### src/design/tmc_cfg.svh
// Constants for the test-mode contact forcing block
`ifndef TMC_CFG_SVH
`define TMC_CFG_SVH

// ==========================================================
// Sizes
`define TMC_N_IN 8
`define TMC_N_OUT 8
`define TMC_AW 8

// ==========================================================
// Register byte addresses
`define TMC_OFF_CTRL 8'h00
`define TMC_OFF_STATUS 8'h04
`define TMC_OFF_IN_FORCE 8'h08
`define TMC_OFF_OUT_FORCE 8'h0c
`define TMC_OFF_IN_STATE 8'h10
`define TMC_OFF_OUT_STATE 8'h14
`define TMC_OFF_IRQ_STAT 8'h18
`define TMC_OFF_IRQ_EN 8'h1c
`define TMC_OFF_IRQ_CLR 8'h20

// ==========================================================
// Field positions
`define TMC_CTRL_EN_BIT 0
`define TMC_CTRL_FIXED_BIT 1
`define TMC_STATUS_ACT_BIT 0
`define TMC_STATUS_LED_BIT 1
`define TMC_IRQ_START_BIT 0
`define TMC_IRQ_END_BIT 1
`define TMC_IRQ_W 2

// ==========================================================
// Reset values
`define TMC_CTRL_RST 2'h0
`define TMC_FORCE_RST 16'h0000
`define TMC_IRQ_RST 2'h0
`define TMC_DATA_ZERO 32'h0000_0000

// ==========================================================
// Force selection encodings
`define TMC_IN_LIVE 2'h0
`define TMC_IN_OPEN 2'h1
`define TMC_IN_CLOSED 2'h2
`define TMC_OUT_LIVE 2'h0
`define TMC_OUT_ENERGIZE 2'h1
`define TMC_OUT_DEENERGIZE 2'h2
`define TMC_OUT_FREEZE 2'h3

// ==========================================================
// Timing: indicator half period
`define TMC_CLK_HZ 100000000
`define TMC_FLASH_HALF_MS 250
`define TMC_FLASH_HALF_CYC (`TMC_FLASH_HALF_MS * (`TMC_CLK_HZ / 1000))

`endif

### src/design/tmc_pkg.sv
// Types shared by the test-mode contact forcing block
package tmc_pkg;
`include "tmc_cfg.svh"

  // ==========================================================
  // Force selections
  typedef enum logic [1:0] {
    TMC_IN_MODE_LIVE = `TMC_IN_LIVE,
    TMC_IN_MODE_OPEN = `TMC_IN_OPEN,
    TMC_IN_MODE_CLOSED = `TMC_IN_CLOSED
  } tmc_in_mode_t;

  typedef enum logic [1:0] {
    TMC_OUT_MODE_LIVE = `TMC_OUT_LIVE,
    TMC_OUT_MODE_ENERGIZE = `TMC_OUT_ENERGIZE,
    TMC_OUT_MODE_DEENERGIZE = `TMC_OUT_DEENERGIZE,
    TMC_OUT_MODE_FREEZE = `TMC_OUT_FREEZE
  } tmc_out_mode_t;

  // ==========================================================
  // Session state
  typedef enum logic {TMC_IDLE, TMC_ACTIVE} tmc_state_t;

  // Control word: session enable and trigger source
  typedef struct packed {
    logic fixed_on;
    logic enable;
  } tmc_ctrl_t;

  // Interrupt events
  typedef struct packed {
    logic ended;
    logic started;
  } tmc_irq_t;
endpackage : tmc_pkg

### src/design/tmc_flash.sv
// Front-panel test indicator flasher
`timescale 1ns/1ps
`include "tmc_cfg.svh"
module tmc_flash
  import tmc_pkg::*;
#(
  parameter logic [31:0] HALF_CYC = 32'(`TMC_FLASH_HALF_CYC)
)
(
  input wire logic pclk,
  input wire logic presetn,
  input wire logic active,
  output logic led
);

  logic [31:0] cnt;

  // ==========================================================
  // Half-period counter, held at zero outside a session
  always_ff @(posedge pclk or negedge presetn)
  begin
    if (!presetn)
    begin
      cnt <= 32'h0000_0000;
      led <= 1'b0;
    end
    else if (!active)
    begin
      cnt <= 32'h0000_0000;
      led <= 1'b0;
    end
    else if (cnt == HALF_CYC - 32'h0000_0001)
    begin
      cnt <= 32'h0000_0000;
      led <= !led;
    end
    else
    begin
      cnt <= cnt + 32'h0000_0001;
    end
  end

  // ==========================================================
  // Checks
  property p_led_toggle;
    @(posedge pclk) disable iff (!presetn)
    active && (cnt == HALF_CYC - 32'h0000_0001) |=> (led != $past(led));
  endproperty
  a_led_toggle: assert property (p_led_toggle)
    else $error("indicator did not toggle at half period");

  property p_led_dark;
    @(posedge pclk) disable iff (!presetn)
    !active |=> !led;
  endproperty
  a_led_dark: assert property (p_led_dark)
    else $error("indicator lit outside session");

endmodule : tmc_flash

### src/design/tmc_top.sv
// Test-mode controller with contact input and output forcing, APB slave
//
// Function
// - A session runs only while the enable bit is set and the chosen trigger is one.
// - With the fixed-on trigger, the session starts when the enable bit goes from 0 to 1.
// - With the operand trigger and enable set, the session starts when the operand goes to one.
// - While the session runs the test indicator flashes.
// - Protection, logic and communication signals pass untouched during a session.
// - A session alters only contacts: inputs open/closed/live, outputs open/closed/frozen/live.
// - Each contact input and output has its own override selection, applied independently.
// - An input with no override keeps reporting its sensed terminal state.
// - An input forced open reports zero for the whole session.
// - An input forced closed reports one for the whole session.
// - All inputs run normally once every input override is back to disabled.
// - An output with no override follows its controlling operand.
// - An output set to energize or de-energize stays closed or open for the session.
// - A frozen output keeps the position it had just before the session began.
`timescale 1ns/1ps
`include "tmc_cfg.svh"
module tmc_top
  import tmc_pkg::*;
#(
  parameter logic [31:0] FLASH_HALF_CYC = 32'(`TMC_FLASH_HALF_CYC)
)
(
  input wire logic pclk,
  input wire logic presetn,
  input wire logic psel,
  input wire logic penable,
  input wire logic pwrite,
  input wire logic [`TMC_AW-1:0] paddr,
  input wire logic [31:0] pwdata,
  output logic [31:0] prdata,
  output logic pready,
  output logic pslverr,
  input wire logic trigger_op,
  input wire logic [`TMC_N_IN-1:0] contact_in,
  output logic [`TMC_N_IN-1:0] input_report,
  input wire logic [`TMC_N_OUT-1:0] out_operand,
  output logic [`TMC_N_OUT-1:0] contact_out,
  output logic test_led,
  output logic irq
);

  // ==========================================================
  // Decode helpers
  function automatic logic reg_hit(input logic [`TMC_AW-1:0] a, input logic [`TMC_AW-1:0] off);
    reg_hit = (a == off);
  endfunction : reg_hit
  // Reported level of one input under its selection
  function automatic logic in_apply(input logic [1:0] mode, input logic live);
    unique case (mode)
      `TMC_IN_OPEN: in_apply = 1'b0;
      `TMC_IN_CLOSED: in_apply = 1'b1;
      default: in_apply = live; // Spare code behaves as live
    endcase
  endfunction : in_apply

  // Contact position of one output under its selection
  function automatic logic out_apply(input logic [1:0] mode, input logic op, input logic frz);
    unique case (mode)
      `TMC_OUT_ENERGIZE: out_apply = 1'b1;
      `TMC_OUT_DEENERGIZE: out_apply = 1'b0;
      `TMC_OUT_FREEZE: out_apply = frz;
      default: out_apply = op;
    endcase
  endfunction : out_apply

  // ==========================================================
  // Registers and state
  tmc_ctrl_t ctrl;
  logic [2*`TMC_N_IN-1:0] in_force;
  logic [2*`TMC_N_OUT-1:0] out_force;
  tmc_irq_t irq_stat;
  tmc_irq_t irq_en;
  tmc_state_t state;
  logic active;
  logic sess_req;
  logic [`TMC_N_IN-1:0] in_meta;
  logic [`TMC_N_IN-1:0] in_sync;
  logic [`TMC_N_OUT-1:0] frz;
  logic wr_en;
  logic rd_en;
  logic hit;
  tmc_irq_t ev;
  logic [31:0] next_rdata;

  assign wr_en = psel && penable && pwrite;
  assign rd_en = psel && !pwrite;
  assign active = (state == TMC_ACTIVE);

  // Trigger evaluation: fixed-on counts as logic one
  assign sess_req = ctrl.enable && (ctrl.fixed_on || trigger_op);

  // ==========================================================
  // Control and force registers written by software
  always_ff @(posedge pclk or negedge presetn)
  begin
    if (!presetn)
    begin
      ctrl <= tmc_ctrl_t'(`TMC_CTRL_RST);
      in_force <= `TMC_FORCE_RST;
      out_force <= `TMC_FORCE_RST;
      irq_en <= tmc_irq_t'(`TMC_IRQ_RST);
    end
    else if (wr_en)
    begin
      if (reg_hit(paddr, `TMC_OFF_CTRL))
      begin
        ctrl.enable <= pwdata[`TMC_CTRL_EN_BIT];
        ctrl.fixed_on <= pwdata[`TMC_CTRL_FIXED_BIT];
      end
      if (reg_hit(paddr, `TMC_OFF_IN_FORCE))
        in_force <= pwdata[2*`TMC_N_IN-1:0];
      if (reg_hit(paddr, `TMC_OFF_OUT_FORCE))
        out_force <= pwdata[2*`TMC_N_OUT-1:0];
      if (reg_hit(paddr, `TMC_OFF_IRQ_EN))
        irq_en <= tmc_irq_t'(pwdata[`TMC_IRQ_W-1:0]);
    end
  end

  // ==========================================================
  // Session state machine; level-driven so both trigger kinds share it
  always_ff @(posedge pclk or negedge presetn)
  begin
    if (!presetn)
      state <= TMC_IDLE;
    else
    begin
      unique case (state)
        TMC_IDLE:
          if (sess_req)
            state <= TMC_ACTIVE;
        TMC_ACTIVE:
          if (!sess_req)
            state <= TMC_IDLE;
      endcase
    end
  end

  // ==========================================================
  // Contact input synchroniser; terminals are asynchronous to pclk
  always_ff @(posedge pclk or negedge presetn)
  begin
    if (!presetn)
    begin
      in_meta <= '0;
      in_sync <= '0;
    end
    else
    begin
      in_meta <= contact_in;
      in_sync <= in_meta;
    end
  end

  // ==========================================================
  // Per-channel forcing; only contacts are touched, all other signals bypass this block
  genvar gi;
  generate
    for (gi = 0; gi < `TMC_N_IN; gi = gi + 1)
    begin : g_in
      // Inputs report live terminals unless a session forces them
      always_ff @(posedge pclk or negedge presetn)
      begin
        if (!presetn)
          input_report[gi] <= 1'b0;
        else if (active)
          input_report[gi] <= in_apply(in_force[2*gi +: 2], in_sync[gi]);
        else
          input_report[gi] <= in_sync[gi];
      end

      property p_in_open;
        @(posedge pclk) disable iff (!presetn)
        active && (in_force[2*gi +: 2] == `TMC_IN_OPEN) |=> !input_report[gi];
      endproperty
      a_in_open: assert property (p_in_open)
        else $error("input forced open did not report zero");

      property p_in_closed;
        @(posedge pclk) disable iff (!presetn)
        active && (in_force[2*gi +: 2] == `TMC_IN_CLOSED) |=> input_report[gi];
      endproperty
      a_in_closed: assert property (p_in_closed)
        else $error("input forced closed did not report one");

      property p_in_live;
        @(posedge pclk) disable iff (!presetn)
        (!active || (in_force[2*gi +: 2] == `TMC_IN_LIVE)) |=> input_report[gi] == $past(in_sync[gi]);
      endproperty
      a_in_live: assert property (p_in_live)
        else $error("unforced input did not follow its terminal");
    end

    for (gi = 0; gi < `TMC_N_OUT; gi = gi + 1)
    begin : g_out
      // Snapshot tracks the position the contact takes next, so freezing causes no glitch
      always_ff @(posedge pclk or negedge presetn)
      begin
        if (!presetn)
          frz[gi] <= 1'b0;
        else if (!active)
          frz[gi] <= out_operand[gi];
      end

      always_ff @(posedge pclk or negedge presetn)
      begin
        if (!presetn)
          contact_out[gi] <= 1'b0;
        else if (active)
          contact_out[gi] <= out_apply(out_force[2*gi +: 2], out_operand[gi], frz[gi]);
        else
          contact_out[gi] <= out_operand[gi];
      end

      property p_out_energize;
        @(posedge pclk) disable iff (!presetn)
        active && (out_force[2*gi +: 2] == `TMC_OUT_ENERGIZE) |=> contact_out[gi];
      endproperty
      a_out_energize: assert property (p_out_energize)
        else $error("energized output not closed");

      property p_out_deenergize;
        @(posedge pclk) disable iff (!presetn)
        active && (out_force[2*gi +: 2] == `TMC_OUT_DEENERGIZE) |=> !contact_out[gi];
      endproperty
      a_out_deenergize: assert property (p_out_deenergize)
        else $error("de-energized output not open");

      property p_out_freeze;
        @(posedge pclk) disable iff (!presetn)
        active && $past(active) && (out_force[2*gi +: 2] == `TMC_OUT_FREEZE)
          |=> contact_out[gi] == $past(contact_out[gi], 2);
      endproperty
      a_out_freeze: assert property (p_out_freeze)
        else $error("frozen output moved during session");

      property p_out_live;
        @(posedge pclk) disable iff (!presetn)
        (!active || (out_force[2*gi +: 2] == `TMC_OUT_LIVE)) |=> contact_out[gi] == $past(out_operand[gi]);
      endproperty
      a_out_live: assert property (p_out_live)
        else $error("live output did not follow its operand");
    end
  endgenerate

  // ==========================================================
  // Indicator
  tmc_flash #(
    .HALF_CYC(FLASH_HALF_CYC)
  ) u_flash (
    .pclk(pclk),
    .presetn(presetn),
    .active(active),
    .led(test_led)
  );

  // ==========================================================
  // Sticky interrupt events; a new event wins over a same-cycle clear
  assign ev.started = (state == TMC_IDLE) && sess_req;
  assign ev.ended = active && !sess_req;

  always_ff @(posedge pclk or negedge presetn)
  begin
    if (!presetn)
      irq_stat <= tmc_irq_t'(`TMC_IRQ_RST);
    else if (wr_en && reg_hit(paddr, `TMC_OFF_IRQ_CLR))
      irq_stat <= (irq_stat & ~tmc_irq_t'(pwdata[`TMC_IRQ_W-1:0])) | ev;
    else
      irq_stat <= irq_stat | ev;
  end

  assign irq = |(irq_stat & irq_en);

  // ==========================================================
  // Read path; zero wait states, unmapped addresses answer with an error
  always_comb
  begin
    next_rdata = `TMC_DATA_ZERO;
    hit = 1'b1;
    unique case (paddr)
      `TMC_OFF_CTRL:
      begin
        next_rdata[`TMC_CTRL_EN_BIT] = ctrl.enable;
        next_rdata[`TMC_CTRL_FIXED_BIT] = ctrl.fixed_on;
      end
      `TMC_OFF_STATUS:
      begin
        next_rdata[`TMC_STATUS_ACT_BIT] = active;
        next_rdata[`TMC_STATUS_LED_BIT] = test_led;
      end
      `TMC_OFF_IN_FORCE: next_rdata[2*`TMC_N_IN-1:0] = in_force;
      `TMC_OFF_OUT_FORCE: next_rdata[2*`TMC_N_OUT-1:0] = out_force;
      `TMC_OFF_IN_STATE: next_rdata[`TMC_N_IN-1:0] = input_report;
      `TMC_OFF_OUT_STATE: next_rdata[`TMC_N_OUT-1:0] = contact_out;
      `TMC_OFF_IRQ_STAT: next_rdata[`TMC_IRQ_W-1:0] = irq_stat;
      `TMC_OFF_IRQ_EN: next_rdata[`TMC_IRQ_W-1:0] = irq_en;
      `TMC_OFF_IRQ_CLR: next_rdata = `TMC_DATA_ZERO; // Write-only
      default: hit = 1'b0;
    endcase
  end

  // Read data is captured in the setup phase so it is ready in the access phase
  always_ff @(posedge pclk or negedge presetn)
  begin
    if (!presetn)
      prdata <= `TMC_DATA_ZERO;
    else if (rd_en && !penable)
      prdata <= next_rdata;
  end

  assign pready = 1'b1;
  assign pslverr = psel && penable && !hit;

  // ==========================================================
  // Session checks
  property p_active_cause;
    @(posedge pclk) disable iff (!presetn)
    active |-> $past(sess_req);
  endproperty
  a_active_cause: assert property (p_active_cause)
    else $error("session active without enable and trigger");

  property p_fixed_start;
    @(posedge pclk) disable iff (!presetn)
    $rose(ctrl.enable) && ctrl.fixed_on |=> active;
  endproperty
  a_fixed_start: assert property (p_fixed_start)
    else $error("fixed trigger did not start session on enable");

  property p_oper_start;
    @(posedge pclk) disable iff (!presetn)
    ctrl.enable && !ctrl.fixed_on && $rose(trigger_op) |=> active;
  endproperty
  a_oper_start: assert property (p_oper_start)
    else $error("operand trigger did not start session");

  property p_end_release;
    @(posedge pclk) disable iff (!presetn)
    $fell(active) |=> (contact_out == $past(out_operand)) && (input_report == $past(in_sync));
  endproperty
  a_end_release: assert property (p_end_release)
    else $error("overrides not released at session end");

endmodule : tmc_top
### config.mk
export PLATFORM = sky130hd
export DESIGN_NAME = tmc_top
export DESIGN_NICKNAME = d
export VERILOG_FILES = /design/src/design/tmc_pkg.sv /design/src/design/tmc_flash.sv /design/src/design/tmc_top.sv
export VERILOG_INCLUDE_DIRS = /design/src /design/src/design
export SDC_FILE = /design/constraint.sdc
export NUM_CORES = 1
export LEC_CHECK = 0
export BUFFER_PORTS_ARGS = -buffer_cell sky130_fd_sc_hd__buf_4
export CORE_ASPECT_RATIO = 0.75
export CORE_MARGIN = 4
export CORE_UTILIZATION = 50
export CTS_BUF_LIST = sky130_fd_sc_hd__clkbuf_4
export DETAILED_ROUTE_END_ITERATION = 8
export HOLD_SLACK_MARGIN = 0.1
export PLACE_DENSITY = 0.76
export SLEW_MARGIN = 20
export SYNTH_ARGS = -nofsm -noshare
export SYNTH_HDL_FRONTEND = slang
export SYNTH_SLANG_ARGS = --single-unit
### constraint.sdc
create_clock -name pclk -period 2.1 [get_ports pclk]
set_clock_uncertainty 0.1 [all_clocks]
set_input_delay 0.21 -clock pclk [delete_from_list [all_inputs] [get_ports pclk]]
set_output_delay 0.21 -clock pclk [all_outputs]
set_load 0.02 [all_outputs]
== After elaboration in Yosys (flattened, before gate mapping) ==
Cells that the tools add are included.

* Bits in registers: 128
* Input bits: 62
* Output and inout bits: 52

* Bitwise logic cells: 6
* Add/sub/neg operators: 1
* Reduce and logical (&&, ||, !) cells: 22
* Muxes and demuxes: 42
* Equal/unequal tests: 50

{| class="wikitable"
|+ Operators by type and width
! cell !! number
|-
| $mux W32 || 2
|-
| $eq A2 B2 Y1 const B || 24
|-
| $add A32 B1 Y32 const B || 1
|-
| $eq A2 B1 Y1 const B || 16
|-
| $eq A32 B25 Y1 const B || 1
|-
| $eq A8 B5 Y1 const B || 4
|-
| $pmux W1 S3 || 8
|-
| $pmux W6 S4 || 1
|-
| $mux W1 || 20
|-
| $eq A8 B4 Y1 const B || 2
|-
| $pmux W1 S2 || 8
|-
| $pmux W2 S8 || 1
|-
| $pmux W8 S2 || 1
|-
| $logic_and A1 B1 Y1 || 9
|-
| $reduce_or A9 Y1 || 1
|-
| $eq A8 B3 Y1 const B || 1
|-
| $eq A8 B6 Y1 const B || 1
|-
| $logic_not A8 Y1 || 1
|-
| $reduce_and A2 Y1 || 4
|-
| $logic_not A1 Y1 || 5
|-
| $and A2 B2 Y2 || 2
|-
| $or A2 B2 Y2 || 2
|-
| $mux W2 || 1
|-
| $ne A2 B1 Y1 const B || 1
|-
| 4 further kinds || 4
|}

== Depth between registers and ports, before layout ==
Gate-level depths: netlist of the first run.

* Depth in word-level cells: 6
* Depth in mapped cells: 7

== By module ==
A second synthesis of the first run with hierarchy kept.

* Cells, all modules: 514
* Area, all modules: 6,119.6 um^2

{| class="wikitable"
|+ Modules (own cells, without submodules)
! module !! sequential area each (um^2) !! area an instance (um^2) !! cells an instance !! times used
|-
| tmc_top || 2,377.3 || 4,336.7 || 331 || 1
|-
| tmc_flash || 825.8 || 1,783.0 || 183 || 1
|}

== Least setup slack after synthesis of the first run ==
No wires, ideal clock.

* Path kind: reg2reg
* From: register u_flash.cnt[0]
* To: register u_flash.cnt[24]
* Cell stages (with the launch flop): 7
* Path slack: -0.066 ns
* Arrival time: 1.988 ns
* Clock period less this slack: 2.166 ns
* Setup time: 0.078 ns
* Required time: 1.922 ns
* Cells stage by stage: dfrtp_1 -> ha_1 -> nand2_1 -> or4_4 -> buf_6 -> or4_1 -> a21oi_1

* Longest elaborated chain between the ends: 3
* Elaborated cells between the ends (all ways): 4
* Classes of those cells: 1 x add/sub; 1 x eq/ne; 2 x mux

{| class="wikitable"
|+ Ends and longest elaborated chain
! item !! RTL line !! text
|-
| from (decl) || tmc_flash.sv:16 || <nowiki>logic [31:0] cnt;</nowiki>
|-
| from (signal assigned) || tmc_flash.sv:39 || <nowiki>cnt <= cnt + 32'h0000_0001;</nowiki>
|-
| $add A32 B1 Y32 / $eq A32 B25 Y1 (equally long branches) || tmc_flash.sv:39, tmc_flash.sv:32 ||
|-
| $mux W32 (*) || tmc_flash.sv:32 || <nowiki>else if (cnt == HALF_CYC - 32'h0000_0001)</nowiki>
|-
| $mux W32 (*) || tmc_flash.sv:27 || <nowiki>else if (!active)</nowiki>
|}

Mark *: on every way between the ends. The rest lies on a longest branch, timed or not.
A chain may end at the register's enable or synchronous reset.

== Worst setup path in the final report of the first run ==
* From: register u_flash.cnt[3]
* To: register u_flash.cnt[31]

The elaborated chain is that of the path after synthesis.

==> results of run 1 <==
==> what timing repair did <==
item	4_1_cts	5_1_grt
resized for setup	0	15
pin swaps	1	5
endpoints found under the setup margin	2	32
buffers inserted	0	3
endpoints found under the hold margin	192	0
hold buffers	41	0
==> worst max-delay path by stage <==
stage | end | slack [ns]
3_5_place_dp | in_force[3]$_DFFE_PN0P_ | 0.02
4_1_cts | u_flash.cnt[31]$_DFF_PN0_ | 0.005
5_1_grt | u_flash.cnt[14]$_DFF_PN0_ | -0.03
2_1_floorplan | u_flash.cnt[24]$_DFF_PN0_ | 0.005
3_3_place_gp | u_flash.cnt[24]$_DFF_PN0_ | 0.05
6_report | u_flash.cnt[31]$_DFF_PN0_ | 0.03
==> synthesized netlist by cell type, drive strengths merged, types with 3 or more instances <==
| master | number |
|---|---|
| xor2 | 4 |
| and4 | 3 |
| nand4 | 9 |
| inv | 16 |
| a31oi | 8 |
| nand2b | 11 |
| nand2 | 57 |
| mux2i | 6 |
| nand3 | 13 |
| or4 | 13 |
| a22oi | 14 |
| buf | 23 |
| clkbuf | 19 |
| or3 | 9 |
| a21oi | 27 |
| ha | 9 |
| xnor2 | 7 |
| nor2 | 17 |
| nor4b | 3 |
| nor3 | 7 |
| a21boi | 3 |
| and3 | 5 |
| dfrtp | 128 |
| o31ai | 8 |
| nor4 | 6 |
| o21ai | 29 |
| nand3b | 3 |
| mux2 | 61 |
| a22o | 3 |
==> worst max-delay path, delay by kind of cell, from the launching register on <==
family                 cells  cell delay [ns]
buffers and inverters      1             0.17
AO/OA/AOI/OAI              1             0.15
flip-flops                 1             0.38
AND/OR/NAND/NOR            3             1.18
==> metrics by stage <==
stage / hold slack [ns] / setup slack, ns / util / instance area, sq um
2_1_floorplan: -0.186 / 0.00509 / - / 6050
3_3_place_gp: 0.103 / 0.0530 / 0.598 / 6970
3_5_place_dp: 0.108 / 0.0195 / 0.598 / 6970
4_1_cts: 0.109 / 0.00451 / 0.658 / 7670
5_1_grt: 0.123 / -0.0295 / 0.665 / 7750
6_report: 0.136 / 0.0346 / 0.665 / 7750
==> layer usage <==
metal  vias to the layer above  global-route usage  part of all wire
li1                       2215                   -                 -
met3                        24              0.0546             0.054
met1                      2362               0.287              0.44
met5                         -                   0                 0
met2                       156               0.349              0.49
met4                         0              0.0775             0.019
==> state kept, by name (all words and copies together) (netlist names), 8 cells and up <==
signal and cells:
u_flash.cnt 32, in_force 16, out_force 16, prdata 16
contact_out 8, frz 8, in_meta 8, in_sync 8
input_report 8
==> kinds of logic after synthesis <==
logic type / Yosys count / share of synthesized area
AOI/OAI and AO/OA: 95 / 0.0954
buffers and inverters: 58 / 0.0500
and+or+nand+nor: 168 / 0.154
muxes: 68 / 0.129
xor gates and xnor gates: 11 / 0.0161
DFF: 128 / 0.535
adders and majority gates: 9 / 0.0188
other: 2 / 0.00126
==> area by class of cell <==
type                    count  area, sq um  share of cell area
clock inverters            14          149              0.0192
multi-input cells         368         2610               0.336
flip-flops and latches    128         3210               0.413
repair buffers            163         1400               0.181
clock buffers              17          128              0.0165
well taps                 162          203              0.0261
inverters                  16         60.1             0.00775
==> power by group <==
group | switching [mW] | total [mW] | internal (mW)
sequential | 0.0369 | 2.56 | 2.52
combinational | 0.215 | 0.419 | 0.204
clock | 0.911 | 1.71 | 0.795
==> cells in the final DEF, fill, tap and decap left out, types with 13 or more instances in the layout <==
| cell | n |
|---|---|
| dlygate4sd3_1 | 40 |
| a21oi_1 | 24 |
| nor2_1 | 17 |
| nand3_1 | 13 |
| o21ai_0 | 28 |
| inv_1 | 16 |
| clkbuf_4 | 17 |
| nand2_1 | 57 |
| a22oi_1 | 14 |
| buf_4 | 116 |
| conb_1 | 17 |
| dfrtp_1 | 126 |
| mux2_2 | 61 |
==> results.tsv, run 1 <==
stage	metric	value	unit
route	drtPass1Iterations	5	
yosys	yosysWarnings	0	
critical_path	crit_path_frequent_cell	or4_1	
power_and_ir_drop	power.total	4.68	mW
hold_path	holdCritPathClass	primary input to asynchronous set/reset pin	
run_status	status	completed	
placement	gp_congestion	0.845	
global_route	grt_max_degree	41	
yosys	yosys.area.top_type_share	0.535	
layout	layout-drive-gt1-share	0.340	
layout	synthToLayoutAreaGrowth	29.6	%
critical_path	end_kind	flip-flop	
yosys	synth-seq-cells	128	
cts	cts.sinks	128	
yosys	synth.distinct_cells	53	
route	drt_iter0_markers	322	
yosys	ys_seq_area_frac	0.535	
route	drc	0	
critical_path	crit_start	u_flash.cnt[3]$_DFF_PN0_	
critical_path	slowest_delay	0.55	ns
critical_path	reg2reg_depth	5	
critical_path	regToRegSetupSlack	0.03	ns
route	drtAntennaViolNets	0	
critical_path	crit_type	flip-flop to flip-flop	
route	postRouteWirelength	14700	um
yosys	synth_area_per_cell	11.1	sq um
floorplanning	initial_core_util	0.513	
layout	fin_nets	765	
power_and_ir_drop	peakVddDrop	0.323	mV
critical_path	reg2reg_to	u_flash.cnt[31]$_DFF_PN0_	
timing	fin_crit	2.07	ns
cts	root_buffer	clkbuf_4	
cts	cts.clk_slew.worst_paths	0.11	ns
route	routedWlPerCell	16.9	um
timing	grt_setup_unrepaired	true	
global_route	grt_pass1_wl	23400	um
floorplanning	coreArea	11700	sq um
critical_path	worstPathCellList	nand4_2 > or4_1 > buf_6 > or4_1 > a21oi_1	
critical_path	critPathSlowestCell	or4_1	
job	maxCapViolCount	0	
yosys	async_flop_share	1.00	
cts	htreeDepth	4	
yosys	synth_edf_count	0	
global_route	grt_pass1_vias	4784	
floorplanning	boundaryPins	114	
timing	tns	0	ns
route	num_vias	4757	
floorplanning	design.die.area	13800	sq um
layout	diodes	0	
power_and_ir_drop	p_leak	3.49	nW
yosys	synth-main-ff-cell	dfrtp_1	
timing	drv_slew	0	
critical_path	cp_data_required_time	2.46	ns
layout	stdcell_count	868	
floorplanning	rows	34	
yosys	synth_top_area_cell	dfrtp_1	
timing	finalCritPeriodShare	0.984	
timing	hold_viol	0	
critical_path	timing.rr.start	u_flash.cnt[3]$_DFF_PN0_	
yosys	synthTopCellsByArea	dfrtp_1 (54%), mux2_2 (11%), nand2_1 (3.6%)	
critical_path	crit_fanout	17	
yosys	syn_area	5980	sq um
placement	place.detailed.hpwl	9970	um
placement	port_buffers	80	
cts	cts_buffer_depth	2	
critical_path	cp-start-kind	flip-flop	
floorplanning	die_h	103	um
cts	insertion_delay	0.53	ns
timing	setup_viol	0	
layout	fill_cells	894	
floorplanning	die_w	134	um
cts	cts_buffers	17	
timing	fmax	484	MHz
power_and_ir_drop	cellPowerDensity	604	nW/um^2
placement	place_inst	793	
critical_path	arrival	2.42	ns
global_route	antenna_found_initial	0	
global_route	grt_overflow	0	
route	via_per_inst	5.48	
yosys	netlist_instances	539	
global_route	grtUsageTotal	0.216	
cts	cts_tree	done	
No activity file was read; power rests on OpenSTA's default activity.
==> run 2: changes to the inputs <==
REMOVE_ABC_BUFFERS = 1   (was default)
==> results.tsv, run 2 (synthesized netlist as in run 1, its figures left out) <==
stage	metric	value	unit
run_status	status	completed	
critical_path	slowest_delay	0.58	ns
global_route	grt_pass1_wl	22500	um
route	drt_iter0_markers	421	
cts	insertion_delay	0.54	ns
cts	root_buffer	clkbuf_4	
layout	fin_nets	772	
timing	fmax	482	MHz
global_route	antenna_found_initial	0	
critical_path	cp-start-kind	flip-flop	
route	via_per_inst	5.43	
placement	gp_congestion	0.871	
floorplanning	design.die.area	13800	sq um
timing	fin_crit	2.08	ns
timing	hold_viol	0	
cts	cts.sinks	128	
route	drtPass1Iterations	5	
power_and_ir_drop	cellPowerDensity	569	nW/um^2
cts	cts_buffer_depth	2	
job	maxCapViolCount	0	
global_route	grt_pass1_vias	4587	
timing	grt_setup_unrepaired	true	
cts	cts_buffers	17	
critical_path	cp_data_required_time	2.48	ns
critical_path	cp_top_family	simple AND/OR/NAND/NOR gates	
critical_path	path_buf_inv	1	
global_route	grtUsageTotal	0.208	
critical_path	crit_path_frequent_cell	or4_4	
timing	whs	0.0986	ns
cts	cts_tree	done	
floorplanning	die_h	103	um
cts	htreeDepth	4	
critical_path	timing.rr.start	u_flash.cnt[12]$_DFF_PN0_	
timing	drv_slew	0	
timing	setup_viol	0	
critical_path	worstPathCellList	nand4_1 > or4_4 > buf_12 > or4_4 > a21oi_2	
critical_path	critPathSlowestCell	or4_4	
critical_path	arrival	2.45	ns
layout	largest_reg_flops	32	
layout	diodes	0	
timing	finalCritPeriodShare	0.989	
route	drc	0	
critical_path	crit_type	flip-flop to flip-flop	
critical_path	crit_start	u_flash.cnt[12]$_DFF_PN0_	
route	drtAntennaViolNets	0	
critical_path	end_kind	flip-flop	
power_and_ir_drop	power.total	4.46	mW
power_and_ir_drop	peakVddDrop	0.419	mV
floorplanning	initial_core_util	0.513	
layout	final_common_cell	dfrtp_1	
layout	top_register	u_flash.cnt	
global_route	grt_overflow	0	
floorplanning	rows	34	
placement	place.detailed.hpwl	9610	um
route	num_vias	4754	
floorplanning	boundaryPins	114	
layout	layout-drive-gt1-share	0.352	
placement	port_buffers	80	
floorplanning	coreArea	11700	sq um
global_route	grt_max_degree	92	
hold_path	holdCritPathClass	primary input to asynchronous set/reset pin	
cts	cts.clk_slew.worst_paths	0.13	ns
route	routedWlPerCell	16.2	um
critical_path	crit_fanout	5	
layout	synthToLayoutAreaGrowth	31.0	%
route	postRouteWirelength	14200	um
power_and_ir_drop	p_leak	3.52	nW
floorplanning	die_w	134	um
layout	layout_common_cells	dfrtp_1 (128), buf_4 (116), mux2_2 (61)	
-- run 2: per-layer routing --
layer / GRT usage / vias up / wire length (um)
met5: 0 / - / 0
met4: 0.0657 / 0 / 209
met1: 0.295 / 2324 / 6420
met2: 0.329 / 174 / 6640
met3: 0.0415 / 23 / 891
li1: - / 2233 / -
-- run 2: through the flow --
| stage | instances | setup slack, ns | cell area, sq um | util | TNS [ns] |
|---|---|---|---|---|---|
| floorplan | 512 | -0.260 | 5800 | - | -6.44 |
| global placement | 790 | 0.0341 | 6910 | 0.593 | 0 |
| detailed placement | 790 | -0.0523 | 6910 | 0.593 | -0.0974 |
| CTS | 867 | -0.00252 | 7620 | 0.654 | -0.00252 |
| global route | 876 | -0.0256 | 7830 | 0.672 | -0.0926 |
| finish | 876 | 0.0237 | 7830 | 0.672 | 0 |
-- run 2: timing repair --
action                                  CTS  global route
gates cloned                              0             2
pin swaps                                 1            14
hold endpoints to repair                196             0
buffers inserted                          0             7
hold buffers                             45             0
gates resized for setup                   3            29
endpoints found under the setup margin    7            33
-- run 2: final timing paths --
path,end,slack [ns],cells past startpoint
setup / recovery,u_flash.cnt[21]$_DFF_PN0_,0.02,5
hold / removal,u_flash.cnt[0]$_DFF_PN0_,0.1,3
setup reg to reg,u_flash.cnt[21]$_DFF_PN0_,0.02,5
hold reg to reg,in_sync[3]$_DFF_PN0_,0.26,0
max in group asynchronous,prdata[10]$_DFFE_PN0P_,1.36,3
min in group pclk,prdata[1]$_DFFE_PN0P_,0.15,5
-- run 2: final cells by class --
| type | instances | area (sq um) |
|---|---|---|
| Tap cell | 162 | 203 |
| Fill cell | 879 | 3820 |
| Timing Repair Buffer | 170 | 1490 |
| Clock inverter | 14 | 110 |
| Multi-Input combinational cell | 368 | 2640 |
| Inverter | 16 | 60.1 |
| Sequential cell | 128 | 3200 |
| Clock buffer | 18 | 135 |
-- run 2: tightest hold or removal path, stage by stage --
cell	delay (ns)
dlygate4sd3_1	0.52
buf_4	0.12
buf_12	0.34
-- run 2: power by group --
| part | total (mW) | internal, mW | switching [mW] | leakage (nW) |
|---|---|---|---|---|
| Combinational | 0.410 | 0.201 | 0.209 | 1.70 |
| Clock | 1.49 | 0.496 | 0.999 | 0.127 |
| Sequential | 2.56 | 2.52 | 0.0353 | 1.69 |
| Total | 4.46 | 3.22 | 1.24 | 3.52 |
==> run 3: changes to the inputs <==
CORE_MARGIN = 2   (was 4)
CORE_UTILIZATION = 52   (was 50)
PLACE_DENSITY = 0.78   (was 0.76)
SYNTH_HIERARCHICAL = 1   (was default)
==> results.tsv, run 3 <==
stage	metric	value	unit
global_route	grt_pass1_wl	24500	um
critical_path	worstPathCellList	nor4_1 > nand4_1 > o31ai_4 > buf_4 > a21oi_1	
timing	setup_viol	0	
critical_path	cp_data_required_time	2.41	ns
timing	tns	0	ns
timing	maxSlewHeadroom	0.453	
yosys	synth_mux_area_frac	0.139	
timing	timing.final.ws_setup	0.0645	ns
power_and_ir_drop	cellPowerDensity	627	nW/um^2
yosys	synth_edf_count	0	
yosys	synth_top_area_cell	dfrtp_1	
route	drtAntennaViolNets	0	
cts	htreeDepth	4	
route	drt_iter0_markers	390	
placement	gp_congestion	0.844	
layout	fin_nets	732	
floorplanning	boundaryPins	114	
layout	final_common_cell	dfrtp_1	
cts	cts_buffers	17	
yosys	synthTopCellsByArea	dfrtp_1 (52%), mux2_2 (5.9%), mux2_4 (4.9%)	
route	via_per_inst	5.68	
layout	largest_reg_flops	32	
power_and_ir_drop	peakVddDrop	0.732	mV
timing	drv_slew	0	
global_route	antenna_found_initial	0	
yosys	yosysWarnings	6	
floorplanning	die_w	129	um
yosys	netlist_instances	514	
layout	fin_util	0.677	
layout	top_register	u_flash/cnt	
power_and_ir_drop	p_leak	3.48	nW
yosys	synth_top_family_by_area	simple AND/OR/NAND/NOR gates	
layout	diodes	0	
global_route	grt_util_met2	0.397	
critical_path	critPathSlowestCell	nor4_1	
run_status	status	completed	
power_and_ir_drop	power.total	4.89	mW
route	num_vias	4750	
yosys	synth.cells.most_frequent	dfrtp_1 (128), nand2_1 (39), mux2_2 (32)	
yosys	yosysMostFrequentCell	dfrtp_1	
critical_path	end_kind	flip-flop	
timing	hold_viol	0	
floorplanning	rows	34	
yosys	synth-main-ff-cell	dfrtp_1	
yosys	synth-seq-cells	128	
critical_path	cp_top_family	simple AND/OR/NAND/NOR gates	
global_route	grt_max_degree	43	
global_route	grt_pass1_vias	4905	
placement	pre_cts_ws	0.101	ns
global_route	gr-max-usage-layer	met2	
timing	fin_crit	2.04	ns
timing	fmax	491	MHz
global_route	use_met1	0.330	
yosys	synthSimpleGateAreaFrac	0.149	
cts	cts.clk_slew.worst_paths	0.12	ns
cts	cts_tree	done	
floorplanning	initial_core_util	0.531	
job	maxCapViolCount	0	
yosys	syn_area	6120	sq um
placement	place.detailed.hpwl	9660	um
critical_path	crit_fanout	10	
layout	layout-drive-gt1-share	0.315	
global_route	globalRouteMet3Util	0.0647	
cts	root_buffer	clkbuf_4	
critical_path	cp-start-kind	flip-flop	
cts	insertion_delay	0.54	ns
yosys	yosys.area.top_type_share	0.523	
critical_path	crit_type	flip-flop to flip-flop	
cts	cts_buffer_depth	2	
floorplanning	coreArea	11500	sq um
timing	finalCritPeriodShare	0.969	
global_route	grt_overflow	0	
global_route	grtUsageTotal	0.250	
route	postRouteWirelength	15300	um
route	drtPass1Iterations	4	
critical_path	path_buf_inv	1	
route	routedWlPerCell	18.3	um
route	drc	0	
critical_path	arrival	2.35	ns
timing	tightest_slew	0.811	ns
placement	port_buffers	80	
layout	layout_common_cells	dfrtp_1 (128), buf_4 (98), dlygate4sd3_1 (49)	
hold_path	holdCritPathClass	primary input to flip-flop	
yosys	synth_fa_ha_area_frac	0.0184	
layout	fill_cells	764	
yosys	synth_area_per_cell	11.9	sq um
yosys	async_flop_share	1.00	
cts	cts.sinks	128	
yosys	synth_compound_area_frac	0.0955	
critical_path	slowest_delay	0.45	ns
yosys	ys_seq_area_frac	0.523	
yosys	synth.distinct_cells	62	
timing	grt_setup_unrepaired	false	
floorplanning	design.die.area	12700	sq um
layout	synthToLayoutAreaGrowth	27.5	%
yosys	synth-xor-area-share	0.0186	
floorplanning	die_h	98.0	um
run 3: changes by cell type in the layout (fill, tap and decap cells not counted), sizes merged, moves of 5 or more:
cell   delta
o22a      +6
mux2      -9
inv       -8
nand4     +5
buf      -18
xnor2     -5
nand2    -17
xor2      +7
run 3: worst paths after layout:
kind	start	endpoint	slack, ns	cells past startpoint
max in group asynchronous	presetn	u_flash/cnt[19]$_DFF_PN0_	0.95	4
min reg2reg	in_meta[2]$_DFF_PN0_	in_sync[2]$_DFF_PN0_	0.26	0
max reg2reg	u_flash/cnt[10]$_DFF_PN0_	u_flash/cnt[17]$_DFF_PN0_	0.06	5
min	paddr[3]	out_force[0]$_DFFE_PN0P_	0.15	4
max	u_flash/cnt[10]$_DFF_PN0_	u_flash/cnt[17]$_DFF_PN0_	0.06	5
min in group asynchronous	presetn	input_report[0]$_DFF_PN0_	0.71	4
run 3: layout make-up:
| cell class | count | area [sq um] | area share |
|---|---|---|---|
| clock buffer | 17 | 128 | 0.0164 |
| clock inverter | 15 | 194 | 0.0249 |
| inverter | 12 | 45.0 | 0.00577 |
| multi-input combinational | 348 | 2670 | 0.342 |
| sequential | 128 | 3200 | 0.410 |
| tap | 162 | 203 | 0.0260 |
| timing repair buffer | 154 | 1370 | 0.175 |
run 3: metrics by stage:
stage / cell area, sq um / hold slack [ns] / cells
global route: 7800 / 0.131 / 836
floorplan: 5890 / -0.186 / 488
CTS: 7770 / 0.107 / 834
finish: 7800 / 0.155 / 836
detailed placement: 6950 / 0.0759 / 753
global placement: 6950 / 0.0680 / 753
run 3: where the power goes:
| part | internal (mW) | switching, mW |
|---|---|---|
| Combinational | 0.219 | 0.230 |
| Clock | 0.938 | 0.950 |
| Sequential | 2.52 | 0.0359 |
| Total | 3.68 | 1.22 |
run 3: cells by family (layout without fill, tap and decap cells):
group / Yosys count / in the layout
AO/OA/AOI/OAI: 92 / 92
XOR/XNOR: 13 / 13
adder cells (fa/ha/maj): 9 / 9
buffers and inverters: 53 / 198
flip-flops: 128 / 128
multiplexers: 66 / 66
other: 2 / 17
AND/OR/NAND/NOR: 151 / 151
run 3: repair_timing:
item | in CTS | in global routing
buffers inserted | 0 | 1
endpoints found under the setup margin | 0 | 8
hold endpoints to repair | 193 | 8
resized for setup | 0 | 3
hold buffers | 49 | 2
run 3: worst min-delay path, delay by kind of cell:
| kind | cells | cell delay (ns) |
|---|---|---|
| AND/OR/NAND/NOR | 2 | 0.26 |
| buffers and inverters | 1 | 0.15 |
| multiplexers | 1 | 0.15 |
run 3: layer usage:
layer / up-vias / wire length, um
met5: - / 0
met4: 0 / 490
met3: 45 / 931
met2: 209 / 7480
met1: 2361 / 6400
li1: 2135 / -
